--- src/hw/ifp_pkg.sv ---
// shared constants, register layouts and types for the interrupt and fault power-down block
package ifp_pkg;

	// ************************************************
	// clock and pulse timing
	// ************************************************
	localparam int unsigned CLK_HZ = 100_000_000; // mclk rate
	localparam int unsigned PULSE_WIDTH_MS = 2; // irq pulse width, typical
	localparam int unsigned PULSE_PERIOD_MS = 4; // irq repeat period, typical
	localparam int unsigned PULSE_WIDTH_CYCLES = PULSE_WIDTH_MS * (CLK_HZ / 1000);
	localparam int unsigned PULSE_PERIOD_CYCLES = PULSE_PERIOD_MS * (CLK_HZ / 1000);
	localparam int unsigned PULSE_CNT_W = 19; // holds the 4 ms period count

	// ************************************************
	// register indices (byte address is four times the index)
	// ************************************************
	localparam logic [7:0] IDX_RATIO_HIGH = 8'h40; // upper six ratio bits
	localparam logic [7:0] IDX_RATIO_LOW = 8'h41; // low ratio byte
	localparam logic [7:0] IDX_IRQ_CONFIG = 8'h42; // irq and channel fault config
	localparam logic [7:0] IDX_DAC_FAULT = 8'h43; // dac fault config and status
	localparam logic [7:0] IDX_IRQ_MASK = 8'h60; // 1 masks a source
	localparam logic [7:0] IDX_LATCHED = 8'h61; // latched flags
	localparam logic [7:0] IDX_LIVE = 8'h62; // live flags
	localparam logic [7:0] IDX_PD_RELEASE = 8'h63; // manual recovery strobes
	localparam int unsigned ADDR_W = 12; // apb address width
	localparam int unsigned REL_CHAN_BIT = 0; // release bit for channel power-down
	localparam int unsigned REL_DAC_BIT = 1; // release bit for dac power-down

	// ************************************************
	// reset values
	// ************************************************
	localparam logic [7:0] IRQ_CONFIG_RESET = 8'h00;
	localparam logic [7:0] DAC_FAULT_RESET = 8'h54;
	localparam logic [7:0] IRQ_MASK_RESET = 8'h00;

	// ************************************************
	// source bit positions in the flag vectors
	// ************************************************
	localparam int unsigned SRC_CHAN_N = 5; // channel and micbias faults, bits 4..0
	localparam int unsigned SRC_DAC_VG = 5; // dac driver voltage fault
	localparam int unsigned SRC_DAC_SC = 6; // dac short circuit fault
	localparam int unsigned SRC_AREG_SC = 7; // analog regulator short

	// ************************************************
	// types
	// ************************************************
	typedef enum logic [1:0] {
		EV_LATCHED = 2'h0,
		EV_LIVE = 2'h1,
		EV_PERIODIC = 2'h2,
		EV_ONESHOT = 2'h3
	} ifp_event_t;

	typedef enum logic [1:0] {
		PD_NONE = 2'h0,
		PD_UNMASKED = 2'h1,
		PD_ALL = 2'h2,
		PD_RESERVED = 2'h3
	} ifp_pd_sel_t;

	typedef struct packed {
		logic polarity; // bit 7
		ifp_event_t event_mode; // bits 6..5
		ifp_pd_sel_t chan_pd_sel; // bits 4..3
		logic readback_sel; // bit 2
		logic chan_rcv_sel; // bit 1
		logic clear_on_read_sel; // bit 0
	} ifp_irq_cfg_t;

	typedef struct packed {
		logic reserved; // bit 7, reads zero
		ifp_pd_sel_t dac_pd_sel; // bits 6..5
		logic dac_rcv_sel; // bit 4
		logic pd_flag; // bit 3, status only
		logic startup_ignore; // bit 2
		logic dac_detect_off; // bit 1
		logic reg_detect_off; // bit 0
	} ifp_dac_cfg_t;

	// ************************************************
	// fault power-down decision, shared by channel and dac paths
	// ************************************************
	function automatic logic ifp_pd_trigger(ifp_pd_sel_t sel, logic [7:0] faults, logic [7:0] mask);
		logic hit;
		hit = 1'b0;
		if (sel == PD_UNMASKED) begin
			hit = |(faults & ~mask);
		end else if (sel == PD_ALL) begin
			hit = |faults;
		end
		return hit;
	endfunction : ifp_pd_trigger

endpackage : ifp_pkg

--- src/hw/ifp_fault_hold.sv ---
// power-down hold flop with automatic or manual recovery
`timescale 1ns/10ps
module ifp_fault_hold (
	// clock and reset
	input wire logic mclk,
	input wire logic srst,
	input wire logic clk_en,
	// control
	input wire logic trigger,
	input wire logic manual_rcv,
	input wire logic release_req,
	// state
	output logic powerdown
);

	// ************************************************
	// hold process
	// ************************************************
	// an active fault always wins over a release
	always_ff @(posedge mclk) begin
		if (srst) begin
			powerdown <= 1'b0;
		end else if (clk_en) begin
			if (trigger) begin
				powerdown <= 1'b1;
			end else if (!manual_rcv || release_req) begin
				powerdown <= 1'b0;
			end
		end
	end

endmodule : ifp_fault_hold

--- src/hw/ifp_irq_pulse.sv ---
// periodic and one-shot pulse timer for the interrupt pin
`timescale 1ns/10ps
module ifp_irq_pulse #(
	parameter int unsigned WIDTH_CYCLES = ifp_pkg::PULSE_WIDTH_CYCLES,
	parameter int unsigned PERIOD_CYCLES = ifp_pkg::PULSE_PERIOD_CYCLES
) (
	// clock and reset
	input wire logic mclk,
	input wire logic srst,
	input wire logic clk_en,
	// control
	input wire logic periodic_mode,
	input wire logic periodic_cond,
	input wire logic oneshot_mode,
	input wire logic oneshot_trig,
	// pulse
	output logic pulse
);

	typedef enum logic [1:0] {
		PS_IDLE = 2'h0,
		PS_PERIODIC = 2'h1,
		PS_ONESHOT = 2'h2
	} ifp_pulse_state_t;

	ifp_pulse_state_t state; // timer state
	logic [ifp_pkg::PULSE_CNT_W-1:0] cnt; // cycles into pulse or period
	logic per_run; // periodic mode wants pulses
	logic per_wrap; // end of one period
	logic one_end; // end of one-shot pulse

	assign per_run = periodic_mode && periodic_cond;
	assign per_wrap = (cnt == ifp_pkg::PULSE_CNT_W'(PERIOD_CYCLES - 1));
	assign one_end = (cnt == ifp_pkg::PULSE_CNT_W'(WIDTH_CYCLES - 1));
	assign pulse = ((state == PS_PERIODIC) && (cnt < ifp_pkg::PULSE_CNT_W'(WIDTH_CYCLES))) || (state == PS_ONESHOT);

	// ************************************************
	// timer state machine
	// ************************************************
	// high for the first WIDTH_CYCLES of each period; a new trigger restarts a one-shot
	always_ff @(posedge mclk) begin
		if (srst) begin
			state <= PS_IDLE;
			cnt <= '0;
		end else if (clk_en) begin
			case (state)
				PS_IDLE: begin
					cnt <= '0;
					if (per_run) begin
						state <= PS_PERIODIC;
					end else if (oneshot_mode && oneshot_trig) begin
						state <= PS_ONESHOT;
					end
				end
				PS_PERIODIC: begin
					if (!per_run) begin
						state <= PS_IDLE;
					end else begin
						cnt <= per_wrap ? '0 : cnt + 1'b1;
					end
				end
				PS_ONESHOT: begin
					if (oneshot_mode && oneshot_trig) begin
						cnt <= '0;
					end else if (one_end) begin
						state <= PS_IDLE;
					end else begin
						cnt <= cnt + 1'b1;
					end
				end
				default: begin
					state <= PS_IDLE;
				end
			endcase
		end
	end

endmodule : ifp_irq_pulse

--- src/hw/ifp_ctrl.sv ---
// interrupt pin control, latched flags and fault power-down with apb registers
//
// The APB slave port was left to the implementer.
`timescale 1ns/10ps

// What this block does
// - polarity bit chooses active-low or active-high pin
// - mode 0: pin follows unmasked latched flags
// - mode 1: pin follows unmasked live sources
// - mode 2: 2 ms pulse every 4 ms
// - mode 3: one 2 ms pulse per event
// - channel power-down select: none, unmasked, all
// - readback select hides masked latched bits
// - channel recovery automatic or manual
// - clear-on-read 0 clears only dead sources
// - clear-on-read 1 clears every read bit whose source is not still live
// - dac power-down select, resets to all
// - dac recovery manual by reset value
// - status bit shows dac faulted down
// - startup ignore keeps driver voltage faults during dac start-up from powering down the dac
// - dac detect-off suppresses dac faults
// - regulator detect-off suppresses regulator short
// - low ratio byte readable status
// - reserved dac register bit reads zero
// - upper six ratio bits readable status
module ifp_ctrl #(
	parameter int unsigned PULSE_WIDTH_CYCLES = ifp_pkg::PULSE_WIDTH_CYCLES,
	parameter int unsigned PULSE_PERIOD_CYCLES = ifp_pkg::PULSE_PERIOD_CYCLES
) (
	// clock, reset, enable
	input wire logic mclk,
	input wire logic srst,
	input wire logic clk_en,
	// apb slave
	input wire logic [ifp_pkg::ADDR_W-1:0] paddr,
	input wire logic psel,
	input wire logic penable,
	input wire logic pwrite,
	input wire logic [31:0] pwdata,
	input wire logic [3:0] pstrb,
	output logic [31:0] prdata,
	output logic pready,
	output logic pslverr,
	// fault sources, asynchronous
	input wire logic [ifp_pkg::SRC_CHAN_N-1:0] chan_fault,
	input wire logic driver_voltage_fault,
	input wire logic dac_short_fault,
	input wire logic regulator_short_fault,
	// same-clock status
	input wire logic dac_powering_up,
	input wire logic [13:0] frame_ratio,
	// outputs
	output logic irq_out,
	output logic chan_powerdown,
	output logic dac_powerdown,
	output logic dac_fault_detect_off,
	output logic regulator_short_detect_off
);

	// ************************************************
	// declarations
	// ************************************************
	ifp_pkg::ifp_irq_cfg_t irq_config; // irq and channel config
	ifp_pkg::ifp_dac_cfg_t dac_fault_config; // dac config, status overlaid on read
	logic [7:0] irq_mask; // 1 masks a source
	logic [7:0] latched_flags; // sticky flags
	logic [7:0] latched_snap; // latched flags at the pending read's setup, before any readback mask
	logic [7:0] frame_ratio_low_byte; // low byte captured with high read
	logic [7:0] sync1; // first synchroniser stage
	logic [7:0] sync2; // second synchroniser stage
	logic [7:0] live_q; // live flags one cycle ago
	logic [7:0] raw_src; // sources before synchronising
	logic [7:0] live; // gated, synchronised live flags
	logic [7:0] unmasked_live; // live and not masked
	logic [7:0] unmasked_latched; // latched and not masked
	logic [7:0] rd_clear; // bits cleared by a completed read
	logic [7:0] chan_faults; // faults that power down channels
	logic [7:0] dac_faults; // faults that power down the dac
	logic [7:0] wbyte; // write data low byte
	logic [7:0] idx; // register index from address
	logic [31:0] rd_val; // read mux result
	logic addr_ok; // word aligned and in range
	logic mapped; // index decodes to a register
	logic hit_ratio_high;
	logic hit_ratio_low;
	logic hit_irq_config;
	logic hit_dac_fault;
	logic hit_irq_mask;
	logic hit_latched;
	logic hit_live;
	logic hit_pd_release;
	logic setup; // apb setup phase
	logic access_done; // apb access completes this edge
	logic wr_done; // write takes effect this edge
	logic rd_done; // read completes this edge
	logic err_q; // pending transfer is unmapped
	logic chan_trig; // channel power-down requested
	logic dac_trig; // dac power-down requested
	logic vg_counted; // driver fault allowed to power down
	logic new_event; // rising unmasked live source
	logic pulse; // pulse timer output
	logic irq_active; // assertion before polarity
	logic next_irq_out; // pin level for next cycle
	logic rel_chan; // manual release of channels
	logic rel_dac; // manual release of dac

	// ************************************************
	// source synchronisers
	// ************************************************
	assign raw_src = {regulator_short_fault, dac_short_fault, driver_voltage_fault, chan_fault};

	// fault pins come from analog detectors, so two flops before any use
	always_ff @(posedge mclk) begin
		if (srst) begin
			sync1 <= 8'h00;
			sync2 <= 8'h00;
			live_q <= 8'h00;
		end else if (clk_en) begin
			sync1 <= raw_src;
			sync2 <= sync1;
			live_q <= live;
		end
	end

	// ************************************************
	// live flags with detector disables
	// ************************************************
	// a disabled detector never reports, so it cannot latch, interrupt or power down
	assign live[ifp_pkg::SRC_CHAN_N-1:0] = sync2[ifp_pkg::SRC_CHAN_N-1:0];
	assign live[ifp_pkg::SRC_DAC_VG] = sync2[ifp_pkg::SRC_DAC_VG] & ~dac_fault_config.dac_detect_off;
	assign live[ifp_pkg::SRC_DAC_SC] = sync2[ifp_pkg::SRC_DAC_SC] & ~dac_fault_config.dac_detect_off;
	assign live[ifp_pkg::SRC_AREG_SC] = sync2[ifp_pkg::SRC_AREG_SC] & ~dac_fault_config.reg_detect_off;
	assign dac_fault_detect_off = dac_fault_config.dac_detect_off;
	assign regulator_short_detect_off = dac_fault_config.reg_detect_off;

	assign unmasked_live = live & ~irq_mask;
	assign unmasked_latched = latched_flags & ~irq_mask;

	// ************************************************
	// apb decode
	// ************************************************
	assign idx = paddr[9:2];
	assign addr_ok = (paddr[1:0] == 2'h0) && (paddr[ifp_pkg::ADDR_W-1:10] == '0);
	assign hit_ratio_high = addr_ok && (idx == ifp_pkg::IDX_RATIO_HIGH);
	assign hit_ratio_low = addr_ok && (idx == ifp_pkg::IDX_RATIO_LOW);
	assign hit_irq_config = addr_ok && (idx == ifp_pkg::IDX_IRQ_CONFIG);
	assign hit_dac_fault = addr_ok && (idx == ifp_pkg::IDX_DAC_FAULT);
	assign hit_irq_mask = addr_ok && (idx == ifp_pkg::IDX_IRQ_MASK);
	assign hit_latched = addr_ok && (idx == ifp_pkg::IDX_LATCHED);
	assign hit_live = addr_ok && (idx == ifp_pkg::IDX_LIVE);
	assign hit_pd_release = addr_ok && (idx == ifp_pkg::IDX_PD_RELEASE);

	// no wait state: read data is registered in setup, handed over in access
	assign setup = psel && !penable && clk_en;
	assign pready = clk_en;
	assign pslverr = psel && penable && err_q;
	assign access_done = psel && penable && clk_en;
	assign wr_done = access_done && pwrite && !err_q && pstrb[0];
	assign rd_done = access_done && !pwrite && !err_q;
	assign wbyte = pwdata[7:0];

	// ************************************************
	// read mux
	// ************************************************
	// status bit is live hardware state, never stored from a write
	always_comb begin
		rd_val = 32'h0000_0000;
		mapped = 1'b1;
		if (hit_ratio_high) begin
			rd_val = {26'h000_0000, frame_ratio[13:8]};
		end else if (hit_ratio_low) begin
			rd_val = {24'h00_0000, frame_ratio_low_byte};
		end else if (hit_irq_config) begin
			rd_val = {24'h00_0000, irq_config};
		end else if (hit_dac_fault) begin
			rd_val = {24'h00_0000, 1'b0, dac_fault_config.dac_pd_sel, dac_fault_config.dac_rcv_sel,
				dac_powerdown, dac_fault_config.startup_ignore, dac_fault_config.dac_detect_off,
				dac_fault_config.reg_detect_off};
		end else if (hit_irq_mask) begin
			rd_val = {24'h00_0000, irq_mask};
		end else if (hit_latched) begin
			rd_val = {24'h00_0000, irq_config.readback_sel ? unmasked_latched : latched_flags};
		end else if (hit_live) begin
			rd_val = {24'h00_0000, live};
		end else if (hit_pd_release) begin
			rd_val = 32'h0000_0000;
		end else begin
			mapped = 1'b0;
		end
	end

	// ************************************************
	// apb setup capture
	// ************************************************
	// the snapshot bounds clear-on-read to bits latched at setup, including bits hidden by readback select
	always_ff @(posedge mclk) begin
		if (srst) begin
			prdata <= 32'h0000_0000;
			err_q <= 1'b0;
			latched_snap <= 8'h00;
			frame_ratio_low_byte <= 8'h00;
		end else if (setup) begin
			err_q <= !mapped;
			if (!pwrite) begin
				prdata <= rd_val;
				latched_snap <= hit_latched ? latched_flags : 8'h00;
				if (hit_ratio_high) begin
					frame_ratio_low_byte <= frame_ratio[7:0];
				end
			end
		end
	end

	// ************************************************
	// configuration registers
	// ************************************************
	// reserved and status bits are never stored from write data
	always_ff @(posedge mclk) begin
		if (srst) begin
			irq_config <= ifp_pkg::ifp_irq_cfg_t'(ifp_pkg::IRQ_CONFIG_RESET);
			dac_fault_config <= ifp_pkg::ifp_dac_cfg_t'(ifp_pkg::DAC_FAULT_RESET);
			irq_mask <= ifp_pkg::IRQ_MASK_RESET;
		end else if (wr_done) begin
			if (hit_irq_config) begin
				irq_config <= ifp_pkg::ifp_irq_cfg_t'(wbyte);
			end else if (hit_dac_fault) begin
				dac_fault_config <= ifp_pkg::ifp_dac_cfg_t'({1'b0, wbyte[6:4], 1'b0, wbyte[2:0]});
			end else if (hit_irq_mask) begin
				irq_mask <= wbyte;
			end
		end
	end

	// release strobes last one cycle, on the completing write edge
	assign rel_chan = wr_done && hit_pd_release && wbyte[ifp_pkg::REL_CHAN_BIT];
	assign rel_dac = wr_done && hit_pd_release && wbyte[ifp_pkg::REL_DAC_BIT];

	// ************************************************
	// latched flags
	// ************************************************
	// mode 0 clears only bits whose source has gone; mode 1 clears all read bits except those a still-live source sets again
	assign rd_clear = !(rd_done && hit_latched) ? 8'h00 :
		irq_config.clear_on_read_sel ? latched_snap :
		(latched_snap & ~live);

	// a set in the clearing cycle wins, so no event is lost
	genvar gi;
	generate
		for (gi = 0; gi < 8; gi++) begin : g_flag
			always_ff @(posedge mclk) begin
				if (srst) begin
					latched_flags[gi] <= 1'b0;
				end else if (clk_en) begin
					if (live[gi]) begin
						latched_flags[gi] <= 1'b1;
					end else if (rd_clear[gi]) begin
						latched_flags[gi] <= 1'b0;
					end
				end
			end
		end
	endgenerate

	// ************************************************
	// fault power-down
	// ************************************************
	// channels and micbias react to their own faults and the regulator short
	assign chan_faults = {live[ifp_pkg::SRC_AREG_SC], 2'b00, live[ifp_pkg::SRC_CHAN_N-1:0]};
	// a driver voltage fault during dac start-up may be ignored
	assign vg_counted = live[ifp_pkg::SRC_DAC_VG] &
		~(dac_fault_config.startup_ignore & dac_powering_up);
	assign dac_faults = {1'b0, live[ifp_pkg::SRC_DAC_SC], vg_counted, 5'b0_0000};

	assign chan_trig = ifp_pkg::ifp_pd_trigger(irq_config.chan_pd_sel, chan_faults, irq_mask);
	assign dac_trig = ifp_pkg::ifp_pd_trigger(dac_fault_config.dac_pd_sel, dac_faults, irq_mask);

	// channel and micbias power-down
	ifp_fault_hold u_chan_hold (
		.mclk(mclk),
		.srst(srst),
		.clk_en(clk_en),
		.trigger(chan_trig),
		.manual_rcv(irq_config.chan_rcv_sel),
		.release_req(rel_chan),
		.powerdown(chan_powerdown)
	);

	// dac output power-down
	ifp_fault_hold u_dac_hold (
		.mclk(mclk),
		.srst(srst),
		.clk_en(clk_en),
		.trigger(dac_trig),
		.manual_rcv(dac_fault_config.dac_rcv_sel),
		.release_req(rel_dac),
		.powerdown(dac_powerdown)
	);

	// ************************************************
	// interrupt pin
	// ************************************************
	// a new event is a rising edge of any unmasked live source
	assign new_event = |(unmasked_live & ~(live_q & ~irq_mask));

	// pulse timer for the two pulsed modes
	ifp_irq_pulse #(
		.WIDTH_CYCLES(PULSE_WIDTH_CYCLES),
		.PERIOD_CYCLES(PULSE_PERIOD_CYCLES)
	) u_pulse (
		.mclk(mclk),
		.srst(srst),
		.clk_en(clk_en),
		.periodic_mode(irq_config.event_mode == ifp_pkg::EV_PERIODIC),
		.periodic_cond(|unmasked_latched),
		.oneshot_mode(irq_config.event_mode == ifp_pkg::EV_ONESHOT),
		.oneshot_trig(new_event),
		.pulse(pulse)
	);

	// mode selection before polarity
	always_comb begin
		case (irq_config.event_mode)
			ifp_pkg::EV_LATCHED: irq_active = |unmasked_latched;
			ifp_pkg::EV_LIVE: irq_active = |unmasked_live;
			default: irq_active = pulse;
		endcase
	end

	// registered pin; idle level is the inverse of the polarity bit
	assign next_irq_out = irq_config.polarity ? irq_active : ~irq_active;

	always_ff @(posedge mclk) begin
		if (srst) begin
			irq_out <= 1'b1;
		end else if (clk_en) begin
			irq_out <= next_irq_out;
		end
	end

endmodule : ifp_ctrl

--- config.mk ---
export PLATFORM = sky130hd
export DESIGN_NAME = ifp_ctrl
export DESIGN_NICKNAME = d
export VERILOG_FILES = /design/src/hw/ifp_pkg.sv /design/src/hw/ifp_fault_hold.sv /design/src/hw/ifp_irq_pulse.sv /design/src/hw/ifp_ctrl.sv
export SDC_FILE = /design/constraint.sdc
export NUM_CORES = 1
export LEC_CHECK = 0
export ABC_CLOCK_PERIOD_IN_PS = 4750
export BUFFER_PORTS_ARGS = -buffer_cell sky130_fd_sc_hd__buf_4
export CAP_MARGIN = 25
export CELL_PAD_IN_SITES_DETAIL_PLACEMENT = 0
export CELL_PAD_IN_SITES_GLOBAL_PLACEMENT = 1
export CORE_ASPECT_RATIO = 2
export CORE_UTILIZATION = 43
export DETAILED_ROUTE_END_ITERATION = 10
export PLACE_DENSITY_LB_ADDON = 0.15
export REMOVE_ABC_BUFFERS = 1
export SETUP_SLACK_MARGIN = 0.5
export SLEW_MARGIN = 20
export SYNTH_ARGS = -nofsm -noshare
export SYNTH_HDL_FRONTEND = slang
export SYNTH_SLANG_ARGS = --single-unit
--- constraint.sdc ---
create_clock -name mclk -period 4.75 [get_ports mclk]
set_clock_uncertainty 0.2 [all_clocks]
set_input_delay 0.2375 -clock mclk [delete_from_list [all_inputs] [get_ports mclk]]
set_output_delay 0.2375 -clock mclk [all_outputs]
set_load 0.005 [all_outputs]
[Yosys cells after proc, flatten, opt, wreduce, memory -nomap -nowiden]
Index checks and enable logic that the tools add are counted.
Operators by class
  muxes and demuxes: 56
  reductions and logical operators: 74
  add/subtract/negate cells: 1
  bitwise operators: 22
  equality and inequality tests: 25
  $lt $le $gt $ge: 1
Operators by type and width (count)
  two-way mux 8 bit: 11
  two-way mux 19 bit: 4
  equality test 8 x 7 -> 1 bit (second input constant): 8
  case mux 19 bit (3 select lines): 1
  AND 8 bit: 6
  OR reduction 8 bit: 5
  two-way mux 1 bit: 33
  logical AND 1 bit: 26
  NOT 8 bit: 3
  AND reduction 2 bit: 12
  nonzero test 2 bit: 10
  adder 19 x 1 -> 19 bit (second input constant): 1
  equality test 19 x 18 -> 1 bit (second input constant): 1
  equality test 19 bit (second input constant): 1
  < comparator 19 x 18 -> 1 bit (second input constant): 1
  equality test 2 bit (second input constant): 5
  two-way mux 2 bit: 5
  AND 7 x 8 -> 8 bit: 1
  equality test 2 x 1 -> 1 bit (second input constant): 4
  zero test 2 bit: 4
  AND reduction 4 bit: 2
  NOT 1 bit: 7
  zero test 1 bit: 6
  case mux 2 bit (3 select lines): 1
  other kinds (12): 21
Storage, ports and cells
  logic and storage cells: 211
  register bits after elaboration: 127

[Depth between registers and ports, before layout]
Gate-level depths: netlist (run 1).
  depth after elaboration: 12
  mapped depth: 9
  gate-level depth less buffers: 9

[Cells and area by module]
From an unflattened synthesis (run 1), not the netlist that was laid out.
Second synthesis, totals
  cell total of the unflattened synthesis: 659
  area, all modules: 5403.9 µm²
Modules (own cells, without submodules)
  ifp_ctrl: area each 4000.1 µm², instances 1, sequential area each 1601.5 µm², cells each 487
  ifp_irq_pulse: area each 1318.8 µm², instances 1, sequential area each 420.4 µm², cells each 164
  ifp_fault_hold: area each 42.5 µm², instances 2, sequential area each 20.0 µm², cells each 4

[Worst setup path before layout (run 1)]
OpenSTA, ideal clock, no wires.
  path kind: reg2reg
  start: reg u_pulse.cnt[7] (netlist name)
  end: reg u_pulse.cnt[10] (netlist name)
  cell stages (with the launch flop): 7
  slack: 2620 ps
  period minus slack after synthesis: 2130 ps
  data arrival time: 1816 ps
  data required time: 4435 ps
  path through: dfxtp_1 or4_1 o41ai_1 a21boi_1 o21ai_2 buf_6 nor2_1
Between the ends
  cells in the longest elaborated chain, start to end: 4
  elaborated cells on any way between the ends: 10
Ends and longest elaborated chain
  start, declared: line ifp_irq_pulse.sv:27  | logic [ifp_pkg::PULSE_CNT_W-1:0] cnt;
  start signal, assigned: line ifp_irq_pulse.sv:59  | cnt <= per_wrap ? '0 : cnt + 1'b1;
  start signal, assigned: line ifp_irq_pulse.sv:68  | cnt <= cnt + 1'b1;
  adder 19 x 1 -> 19 bit / equality test 19 bit (equally long branches): line ifp_irq_pulse.sv:59, ifp_irq_pulse.sv:68, ifp_irq_pulse.sv:33
  two-way mux 19 bit, on equally long branches: line ifp_irq_pulse.sv:65, ifp_irq_pulse.sv:59
  two-way mux 19 bit, on equally long branches: line ifp_irq_pulse.sv:63, ifp_irq_pulse.sv:56
  case mux 19 bit (3 select lines): line ifp_irq_pulse.sv:46  | case (state)
Several ways; a longest one is shown, not always the timed one. The select of a mux whose other input is x is not followed.
A chain may end at the register's enable or synchronous reset.

[Final worst setup path (run 1)]
  start: reg irq_mask[7]
  end: reg u_pulse.cnt[3] (netlist name)
Between the ends
  cells in the longest elaborated chain, start to end: 8
  elaborated cells on any way between the ends: 15
Ends and longest elaborated chain
  start, declared: line ifp_ctrl.sv:65  | logic [7:0] irq_mask;
  start signal, assigned: line ifp_ctrl.sv:222  | irq_mask <= ifp_pkg::IRQ_MASK_RESET;
  start signal, assigned: line ifp_ctrl.sv:229  | irq_mask <= wbyte;
  NOT 8 bit (*): line ifp_ctrl.sv:136, ifp_ctrl.sv:137, ifp_ctrl.sv:303
  AND 8 bit: line ifp_ctrl.sv:303  | assign new_event = |(unmasked_live & ~(live_q & ~irq_mask));
  NOT 8 bit: line ifp_ctrl.sv:303
  AND 8 bit: line ifp_ctrl.sv:303
  OR reduction 8 bit: line ifp_ctrl.sv:303
  logical AND 1 bit: line ifp_irq_pulse.sv:63  | if (oneshot_mode && oneshot_trig) begin
  inequality test 3 bit (no source line) / two-way mux 19 bit (equally long branches)
  AND reduction 4 bit (no source line) / case mux 19 bit (3 select lines) (equally long branches)
Mark *: on every way between the ends. The rest lies on a longest branch, timed or not.

==> metrics.yaml, run 1 <==
drt:
  detail_route.wl_per_cell_um: 16.9
  wl_um: 14600
  post-route-drc-count: 0
  drt-initial-drc-count: 223
  viasPerCell: 5.42
  detailroute.via_count: 4698
  drt_pre_antenna_iters: 4
  antenna_left: 0
timing:
  final.period_utilization_pct: 60.4
  finalWorstSetupSlack_ps: 1880
  maxSlewHeadroom_pct: 34.3
  finalSetupViolations: 0
  timing.final.hold_violations: 0
  timing.setup.tns_ps: 0
  final_period_minus_worst_setup_slack_ps: 2870
  achievable-frequency_mhz: 348
  final-max-slew-violation-count: 0
  setup_repair_after_global_routing_missed_its_margin: "false"
  worst_slew_pin_tran_ps: 960
yosys:
  netlist.top_cell.by_area: "sky130_fd_sc_hd__dfxtp_1"
  netlist_area_pre_place_sq_mm: 0.00525
  yosysSeqAreaShare_pct: 39.2
  ys_ff_latch: 103
  synth.top_cells.by_area: "sky130_fd_sc_hd__dfxtp_1 (39%), sky130_fd_sc_hd__mux2i_1 (8.0%), sky130_fd_sc_hd__nand2_1 (6.2%)"
  ys_warn_count: 0
  synth_cells: 646
  yosys_most_used_dff: "sky130_fd_sc_hd__dfxtp_1"
  syn-mean-instance-area_sq_um: 8.13
  ys_async_sr_fraction_pct: 0
  synth_top_area_share_pct: 39.2
  ys_types: 62
  synth_enable_flop_cells: 0
layout:
  area_growth_pct: 19.4
  commonest_cells_after_routing_fill_and_taps_aside: "sky130_fd_sc_hd__dfxtp_1 (103), sky130_fd_sc_hd__nand2_1 (87), sky130_fd_sc_hd__nor2_1 (82)"
  postLayoutCellArea_sq_mm: 0.00627
  post_layout_nonfiller_instances: 866
  final_common_cell: "sky130_fd_sc_hd__dfxtp_1"
  antennaDiodeCount: 0
  final_nets: 798
  drive_above_1_share_pct: 13.5
global_route:
  grt_overflow: 0
  grt_pass1_wl_um: 22700
  track_usage_pct: 24.0
  number_of_antenna_violations_at_the_first_check_in_global_routing: 0
  first_global_vias: 4436
  maximum_number_of_pins_on_one_net_before_global_route_repair: 43
floorplanning:
  die-width_um: 80.2
  die-height_um: 158
  ioPinCount: 116
  initial_core_util_pct: 44.4
  num_rows: 56
  area_of_the_die_sq_mm: 0.0127
  core_region_area_sq_mm: 0.0118
clock_tree:
  cts_buffers: 9
  setup_fix_bufs_post_cts: 0
  tritoncts_num_sinks: 103
  htree_depth: 3
  tritoncts: "yes"
  cts-root-to-sink-buffers: 2
  clock_tree.root_cell: "sky130_fd_sc_hd__clkbuf_16"
  clock_latency_ps: 350
  cts.clk_slew.worst_paths_ps: 70
placed_design:
  total_cell_area_at_the_placement_stage_sq_mm: 0.00568
  i_o_buffers: 64
  dp_cells: 822
  post-place-ws_ps: 1890
  detailedPlacementHpwl_um: 11000
  place_congestion: 0.885
worst_setup_path:
  critical_path.endpoint_type: "flip-flop"
  arrival_ps: 2960
  cp_num_buf_inv: 1
  crit_path_cell_trace: "inv_1 -> a22o_1 -> o41ai_2 -> a211o_1 -> a31o_4 -> o21ai_2 -> a21oi_1"
  timing.critical_path.slowest_cell_delay_ps: 620
  critical-path-slowest-cell: "sky130_fd_sc_hd__o41ai_2"
  largest_delay_share_family_worst_path: "compound AO/OA/AOI/OAI gates"
  timing.critical_path.fanout_max: 18
  critical_path_required_ps: 4840
  critical_path.startpoint_type: "flip-flop"
  critPathKind: "flip-flop to flip-flop"
pwr:
  leakage_power_nw: 2.45
  power.ir.vdd_worst_uv: 205
  power.total_w: 0.00181
  pwr_per_cell_area_mw_per_mm2: 289
status:
  status: "finished clean"
flow_run:
  cap_viol_max_count: 0
hold_path:
  type_of_the_worst_min_delay_path: "input port to flip-flop"
worst register-to-register path: stages (launching register included):
cell                      delay, ps
sky130_fd_sc_hd__dfxtp_1        410
sky130_fd_sc_hd__inv_1          100
sky130_fd_sc_hd__a22o_1         260
sky130_fd_sc_hd__o41ai_2        620
sky130_fd_sc_hd__a211o_1        490
sky130_fd_sc_hd__a31o_4         270
sky130_fd_sc_hd__o21ai_2        260
sky130_fd_sc_hd__a21oi_1        200
what timing repair did:
action	CTS	global route
endpoints found under the hold margin	42	0
resized for setup	0	0
hold buffers	28	0
logic make-up (layout without fill, tap and decap cells):
kind of cell             count (synthesis)  count (layout)  share of synthesized area (%)
other                                    1              24                         0.0714
AO/OA/AOI/OAI                          134             134                           16.6
multiplexers                            48              48                           9.29
flip-flops                             103             103                           39.2
XOR/XNOR                                12              12                           2.00
buffers and inverters                   79             131                           7.95
adder cells (fa/ha/maj)                  5               5                           1.19
AND/OR/NAND/NOR                        264             264                           23.6
final cells by class:
cell class	count	area [sq um]
multi-input cells	487	2860
well taps	145	181
clock inverters	7	86.3
inverters	20	75.1
repair buffers	95	783
fillers	1161	5570
flip-flops and latches	103	2060
clock buffers	9	225
layer usage:
metal | share of wire, % | up-vias | wire length [um] | track usage [%]
li1 | - | 2353 | - | -
met1 | 38 | 2219 | 5550 | 24.6
met2 | 56 | 102 | 8170 | 46.3
met3 | 3.0 | 24 | 434 | 3.27
met4 | 3.0 | 0 | 442 | 11.3
met5 | 0 | - | 0 | 0
final timing paths:
path                    from         endpoint  slack (ps)  depth (start not counted)
max              irq_mask[7]   u_pulse.cnt[3]        1880                          7
min reg2reg  latched_snap[5]  latched_snap[5]         250                          2
max reg2reg      irq_mask[7]   u_pulse.cnt[3]        1880                          7
min           frame_ratio[8]        prdata[0]           5                          3
cells in the mapped netlist (all sizes together) (11+ instances only):
library cell / n
a21oi: 48
a22oi: 15
buf: 37
clkbuf: 22
dfxtp: 103
inv: 17
mux2i: 42
nand2: 87
nand2b: 12
nand3: 16
nor2: 83
nor3: 17
o21ai: 21
o22ai: 12
xnor2: 11
metrics by stage:
step / hold slack [ps] / util (%)
floorplan: 107 / -
CTS: 0.788 / 53.0
global route: 6.41 / 53.0
finish: 5.24 / 53.0
detailed placement: 246 / 48.0
global placement: 239 / 48.0
report_power, final:
group	switching [W]	leakage [nW]	total, W	internal (W)
clock	0.000356	0.150	0.000777	0.000421
sequential	0.00000910	0.833	0.000883	0.000874
combinational	0.0000788	1.47	0.000150	0.0000715
total	0.000444	2.45	0.00181	0.00137
registers in the layout (all words and copies together) (netlist names):
signal,count
regulator_short_detect_off,1
err_q,1
dac_fault_config,4
u_pulse.cnt,19
u_dac_hold.powerdown,1
u_chan_hold.powerdown,1
live_q,8
latched_flags,8
irq_config,8
latched_snap,8
irq_out,1
frame_ratio_low_byte,8
dac_fault_detect_off,1
irq_mask,8
prdata,8
u_pulse.state,2
sync2,8
sync1,8
Note: power is estimated with default switching activity, not from simulation.
==> inputs of run 2 (changes only) <==
--- a/config.mk
+++ b/config.mk
@@ -5,13 +5,14 @@
 export SDC_FILE = /design/constraint.sdc
 export NUM_CORES = 1
 export LEC_CHECK = 0
-export ABC_CLOCK_PERIOD_IN_PS = 4750
+export ABC_AREA = 1
+export ABC_CLOCK_PERIOD_IN_PS = 2900
 export BUFFER_PORTS_ARGS = -buffer_cell sky130_fd_sc_hd__buf_4
 export CAP_MARGIN = 25
 export CELL_PAD_IN_SITES_DETAIL_PLACEMENT = 0
 export CELL_PAD_IN_SITES_GLOBAL_PLACEMENT = 1
 export CORE_ASPECT_RATIO = 2
-export CORE_UTILIZATION = 43
+export CORE_UTILIZATION = 39
 export DETAILED_ROUTE_END_ITERATION = 10
 export PLACE_DENSITY_LB_ADDON = 0.15
 export REMOVE_ABC_BUFFERS = 1
==> constraint.sdc (replaced) <==
create_clock -name mclk -period 2.9 [get_ports mclk]
set_clock_uncertainty 0.2 [all_clocks]
set_input_delay 0.145 -clock mclk [delete_from_list [all_inputs] [get_ports mclk]]
set_output_delay 0.145 -clock mclk [all_outputs]
set_load 0.005 [all_outputs]
==> run 2 against run 1 <==
Power up 75%. First-iteration DRC count is 7.6% higher. Fmax grew 31%. Worst setup slack got worse by 1200 ps. Die area grew 21%. Via count rose by 23%. Cell count grew 33%.
==> metrics.yaml, run 2 <==
layout:
  largest_register_ff_count: 19  # unchanged
  area_growth_pct: 20.6  # was 19.4%
  top_register: "u_pulse.cnt"  # unchanged
  commonest_cells_after_routing_fill_and_taps_aside: "sky130_fd_sc_hd__nand2_1 (199), sky130_fd_sc_hd__inv_1 (102), sky130_fd_sc_hd__dfxtp_1 (102)"  # was sky130_fd_sc_hd__dfxtp_1 (103), sky130_fd_sc_hd__nand2_1 (87), sky130_fd_sc_hd__nor2_1 (82)
  drive_above_1_share_pct: 13.0  # was 13.5%
  post_layout_nonfiller_instances: 1153  # was 866
  n_fill_cell: 1567  # was 1161
  final_nets: 1040  # was 798
  final_common_cell: "sky130_fd_sc_hd__nand2_1"  # was sky130_fd_sc_hd__dfxtp_1
  antennaDiodeCount: 0  # unchanged
pwr:
  pwr_per_cell_area_mw_per_mm2: 455  # was 289 mW/mm^2
  power.total_w: 0.00316  # was 0.00181 W
  leakage_power_nw: 2.80  # was 2.45 nW
  power.ir.vdd_worst_uv: 318  # was 205 uV
timing:
  worst_slew_pin_tran_ps: 789  # was 960 ps
  timing.final.hold_violations: 0  # unchanged
  setup_repair_after_global_routing_missed_its_margin: "false"  # unchanged
  final-max-slew-violation-count: 0  # unchanged
  finalSetupViolations: 0  # unchanged
  timing.setup.tns_ps: 0  # unchanged
  final_period_minus_worst_setup_slack_ps: 2190  # was 2870 ps
  achievable-frequency_mhz: 457  # was 348 MHz
  final.period_utilization_pct: 75.5  # was 60.4%
  maxSlewHeadroom_pct: 47.3  # was 34.3%
yosys:
  ys_ff_latch: 103  # unchanged
  syn-mean-instance-area_sq_um: 6.56  # was 8.13 sq um
  netlist.top_cell.by_area: "sky130_fd_sc_hd__dfxtp_1"  # unchanged
  ys_async_sr_fraction_pct: 0  # unchanged
  synth_top_area_share_pct: 35.8  # was 39.2%
  yosys_most_used_dff: "sky130_fd_sc_hd__dfxtp_1"  # unchanged
  ys_warn_count: 0  # unchanged
  synth_enable_flop_cells: 0  # unchanged
  yosysSeqAreaShare_pct: 35.8  # was 39.2%
  netlist_area_pre_place_sq_mm: 0.00577  # was 0.00525 sq mm
  ys_types: 40  # was 62
  synth.top_cells.by_area: "sky130_fd_sc_hd__dfxtp_1 (36%), sky130_fd_sc_hd__nand2_1 (13%), sky130_fd_sc_hd__o21ai_0 (8.2%)"  # was sky130_fd_sc_hd__dfxtp_1 (39%), sky130_fd_sc_hd__mux2i_1 (8.0%), sky130_fd_sc_hd__nand2_1 (6.2%)
  synth_cells: 879  # was 646
  synth.top_cells.by_count: "sky130_fd_sc_hd__nand2_1 (199), sky130_fd_sc_hd__dfxtp_1 (103), sky130_fd_sc_hd__inv_1 (102), sky130_fd_sc_hd__o21ai_0 (94), sky130_fd_sc_hd__a21oi_1 (91)"  # was sky130_fd_sc_hd__dfxtp_1 (103), sky130_fd_sc_hd__nand2_1 (87), sky130_fd_sc_hd__nor2_1 (82), sky130_fd_sc_hd__a21oi_1 (48), sky130_fd_sc_hd__mux2i_1 (42)
  synth_most_common_cell: "sky130_fd_sc_hd__nand2_1"  # was sky130_fd_sc_hd__dfxtp_1
drt:
  detailroute.via_count: 5764  # was 4698
  viasPerCell: 5.00  # was 5.42
  drt_pre_antenna_iters: 7  # was 4
  drt-initial-drc-count: 240  # was 223
  detail_route.wl_per_cell_um: 15.8  # was 16.9 um
  post-route-drc-count: 0  # unchanged
  wl_um: 18200  # was 14600 um
  antenna_left: 0  # unchanged
floorplanning:
  ioPinCount: 116  # unchanged
  die-width_um: 88.0  # was 80.2 um
  die-height_um: 174  # was 158 um
  num_rows: 62  # was 56
  core_region_area_sq_mm: 0.0144  # was 0.0118 sq mm
  initial_core_util_pct: 40.0  # was 44.4%
  area_of_the_die_sq_mm: 0.0153  # was 0.0127 sq mm
global_route:
  grt_overflow: 0  # unchanged
  grt_pass1_wl_um: 28600  # was 22700 um
  number_of_antenna_violations_at_the_first_check_in_global_routing: 0  # unchanged
  maximum_number_of_pins_on_one_net_before_global_route_repair: 44  # was 43
  track_usage_pct: 24.8  # was 24.0%
  first_global_vias: 5711  # was 4436
placed_design:
  i_o_buffers: 64  # unchanged
  place_congestion: 0.877  # was 0.885
  dp_cells: 1110  # was 822
  detailedPlacementHpwl_um: 14200  # was 11000 um
worst_setup_path:
  arrival_ps: 2220  # was 2960 ps
  critical_path.endpoint_type: "flip-flop"  # unchanged
  critical_path.startpoint_type: "flip-flop"  # unchanged
  timing.critical_path.fanout_max: 18  # unchanged
  critical_path.reg2reg.endpoint: "u_pulse.cnt[10]"  # was u_pulse.cnt[3]
  beginning_of_the_critical_path: "dac_fault_detect_off"  # was irq_mask[7]
  critical_path_required_ps: 2930  # was 4840 ps
  r2r_setup_slack_ps: 710  # was 1880 ps
  critPathKind: "flip-flop to flip-flop"  # unchanged
  worstRegToRegCells: 12  # was 7
  worstSetupEndpoint: "u_pulse.cnt[10]"  # was u_pulse.cnt[3]
  worstReg2RegStart: "dac_fault_detect_off"  # was irq_mask[7]
clock_tree:
  tritoncts_num_sinks: 103  # unchanged
  cts-root-to-sink-buffers: 2  # unchanged
  cts.clk_slew.worst_paths_ps: 70  # about the same
  clock_tree.root_cell: "sky130_fd_sc_hd__clkbuf_16"  # unchanged
  tritoncts: "yes"  # unchanged
  htree_depth: 3  # unchanged
  clock_latency_ps: 340  # was 350 ps
  cts_buffers: 9  # unchanged
status:
  status: "finished clean"  # unchanged
hold_path:
  type_of_the_worst_min_delay_path: "input port to flip-flop"  # unchanged
  holdPathStages: 5  # was 3
flow_run:
  cap_viol_max_count: 0  # unchanged
-- run 2: cell count changes in the layout (fill, tap and decap cells not counted), moves of 42 or more --
cell / previous run / this run
sky130_fd_sc_hd__nand2_1: 87 / 199
sky130_fd_sc_hd__inv_1: 16 / 102
sky130_fd_sc_hd__o21ai_0: 19 / 94
sky130_fd_sc_hd__nand3_1: 16 / 65
sky130_fd_sc_hd__a21oi_1: 48 / 91
sky130_fd_sc_hd__mux2i_1: 42 / 0
-- run 2: repair_timing --
item	in CTS	in global routing
hold endpoints to repair	42	0
setup endpoints to repair	2	12
buffers inserted	0	0
gates resized for setup	1	4
pin swaps	0	0
hold buffers	29	0
-- run 2: layout make-up --
cell class / instances / area (sq um) / share of cell area, %
sequential: 103 / 2060 / 29.7
timing repair buffer: 104 / 866 / 12.5
inverter: 108 / 410 / 5.90
clock buffer: 9 / 225 / 3.24
clock inverter: 5 / 106 / 1.53
tap: 192 / 240 / 3.46
multi-input combinational: 632 / 3040 / 43.7
-- run 2: per-layer routing --
metal,vias to the layer above,global-route usage (%),part of all wire (%)
met5,-,0,0
met4,0,12.5,4.4
met3,44,2.94,2.2
met2,111,50.8,60
met1,2656,22.1,34
li1,2953,-,-
-- run 2: cell families after synthesis --
kind of cell             after synthesis  share of synthesized area, %
AND/OR/NAND/NOR                      396                          30.7
AO/OA/AOI/OAI                        200                          18.0
adder cells (fa/ha/maj)                5                          1.09
XOR/XNOR                               7                          1.06
flip-flops                           103                          35.8
other                                  1                        0.0650
buffers and inverters                167                          13.3
-- run 2: worst min path at each step --
stage                               from          endpoint  slack [ps]
after floorplan                     srst  latched_flags[0]          10
after global placement     chan_fault[2]          sync1[2]         170
after detailed placement   chan_fault[3]          sync1[3]         180
after CTS                 frame_ratio[8]         prdata[0]           3
after global routing      frame_ratio[8]         prdata[0]          20
final                     frame_ratio[8]         prdata[0]           6
-- run 2: critical path, cell delays in order, from the launching register on --
cell and delay, ps:
sky130_fd_sc_hd__dfxtp_1 500, sky130_fd_sc_hd__nor2_2 140, sky130_fd_sc_hd__nand3_1 90, sky130_fd_sc_hd__nand2_1 50, sky130_fd_sc_hd__nor2_1 100, sky130_fd_sc_hd__nand2_1 130
sky130_fd_sc_hd__nand2_4 150, sky130_fd_sc_hd__nand3_4 130, sky130_fd_sc_hd__nand2_8 100, sky130_fd_sc_hd__buf_4 240, sky130_fd_sc_hd__o21ai_0 110, sky130_fd_sc_hd__nand2_1 90
sky130_fd_sc_hd__nor2_2 40
-- run 2: metrics by stage --
step           setup WS (ps)  hold slack [ps]  instance area (sq um)  util (%)
6_report                 711             6.16                   6950      48.2
5_1_grt                  500             23.8                   6950      48.2
4_1_cts                  608             3.06                   6940      48.1
3_5_place_dp             477              175                   6310      43.7
3_3_place_gp             484              170                   6310      43.7
2_1_floorplan            842             14.1                   5490         -
-- run 2: power by group --
group          switching [W]  leakage [nW]  total (W)  internal, W
Combinational       0.000181          1.81   0.000316     0.000135
Sequential         0.0000248         0.837    0.00147      0.00145
Clock               0.000536         0.158    0.00137     0.000838
Total               0.000741          2.80    0.00316      0.00242
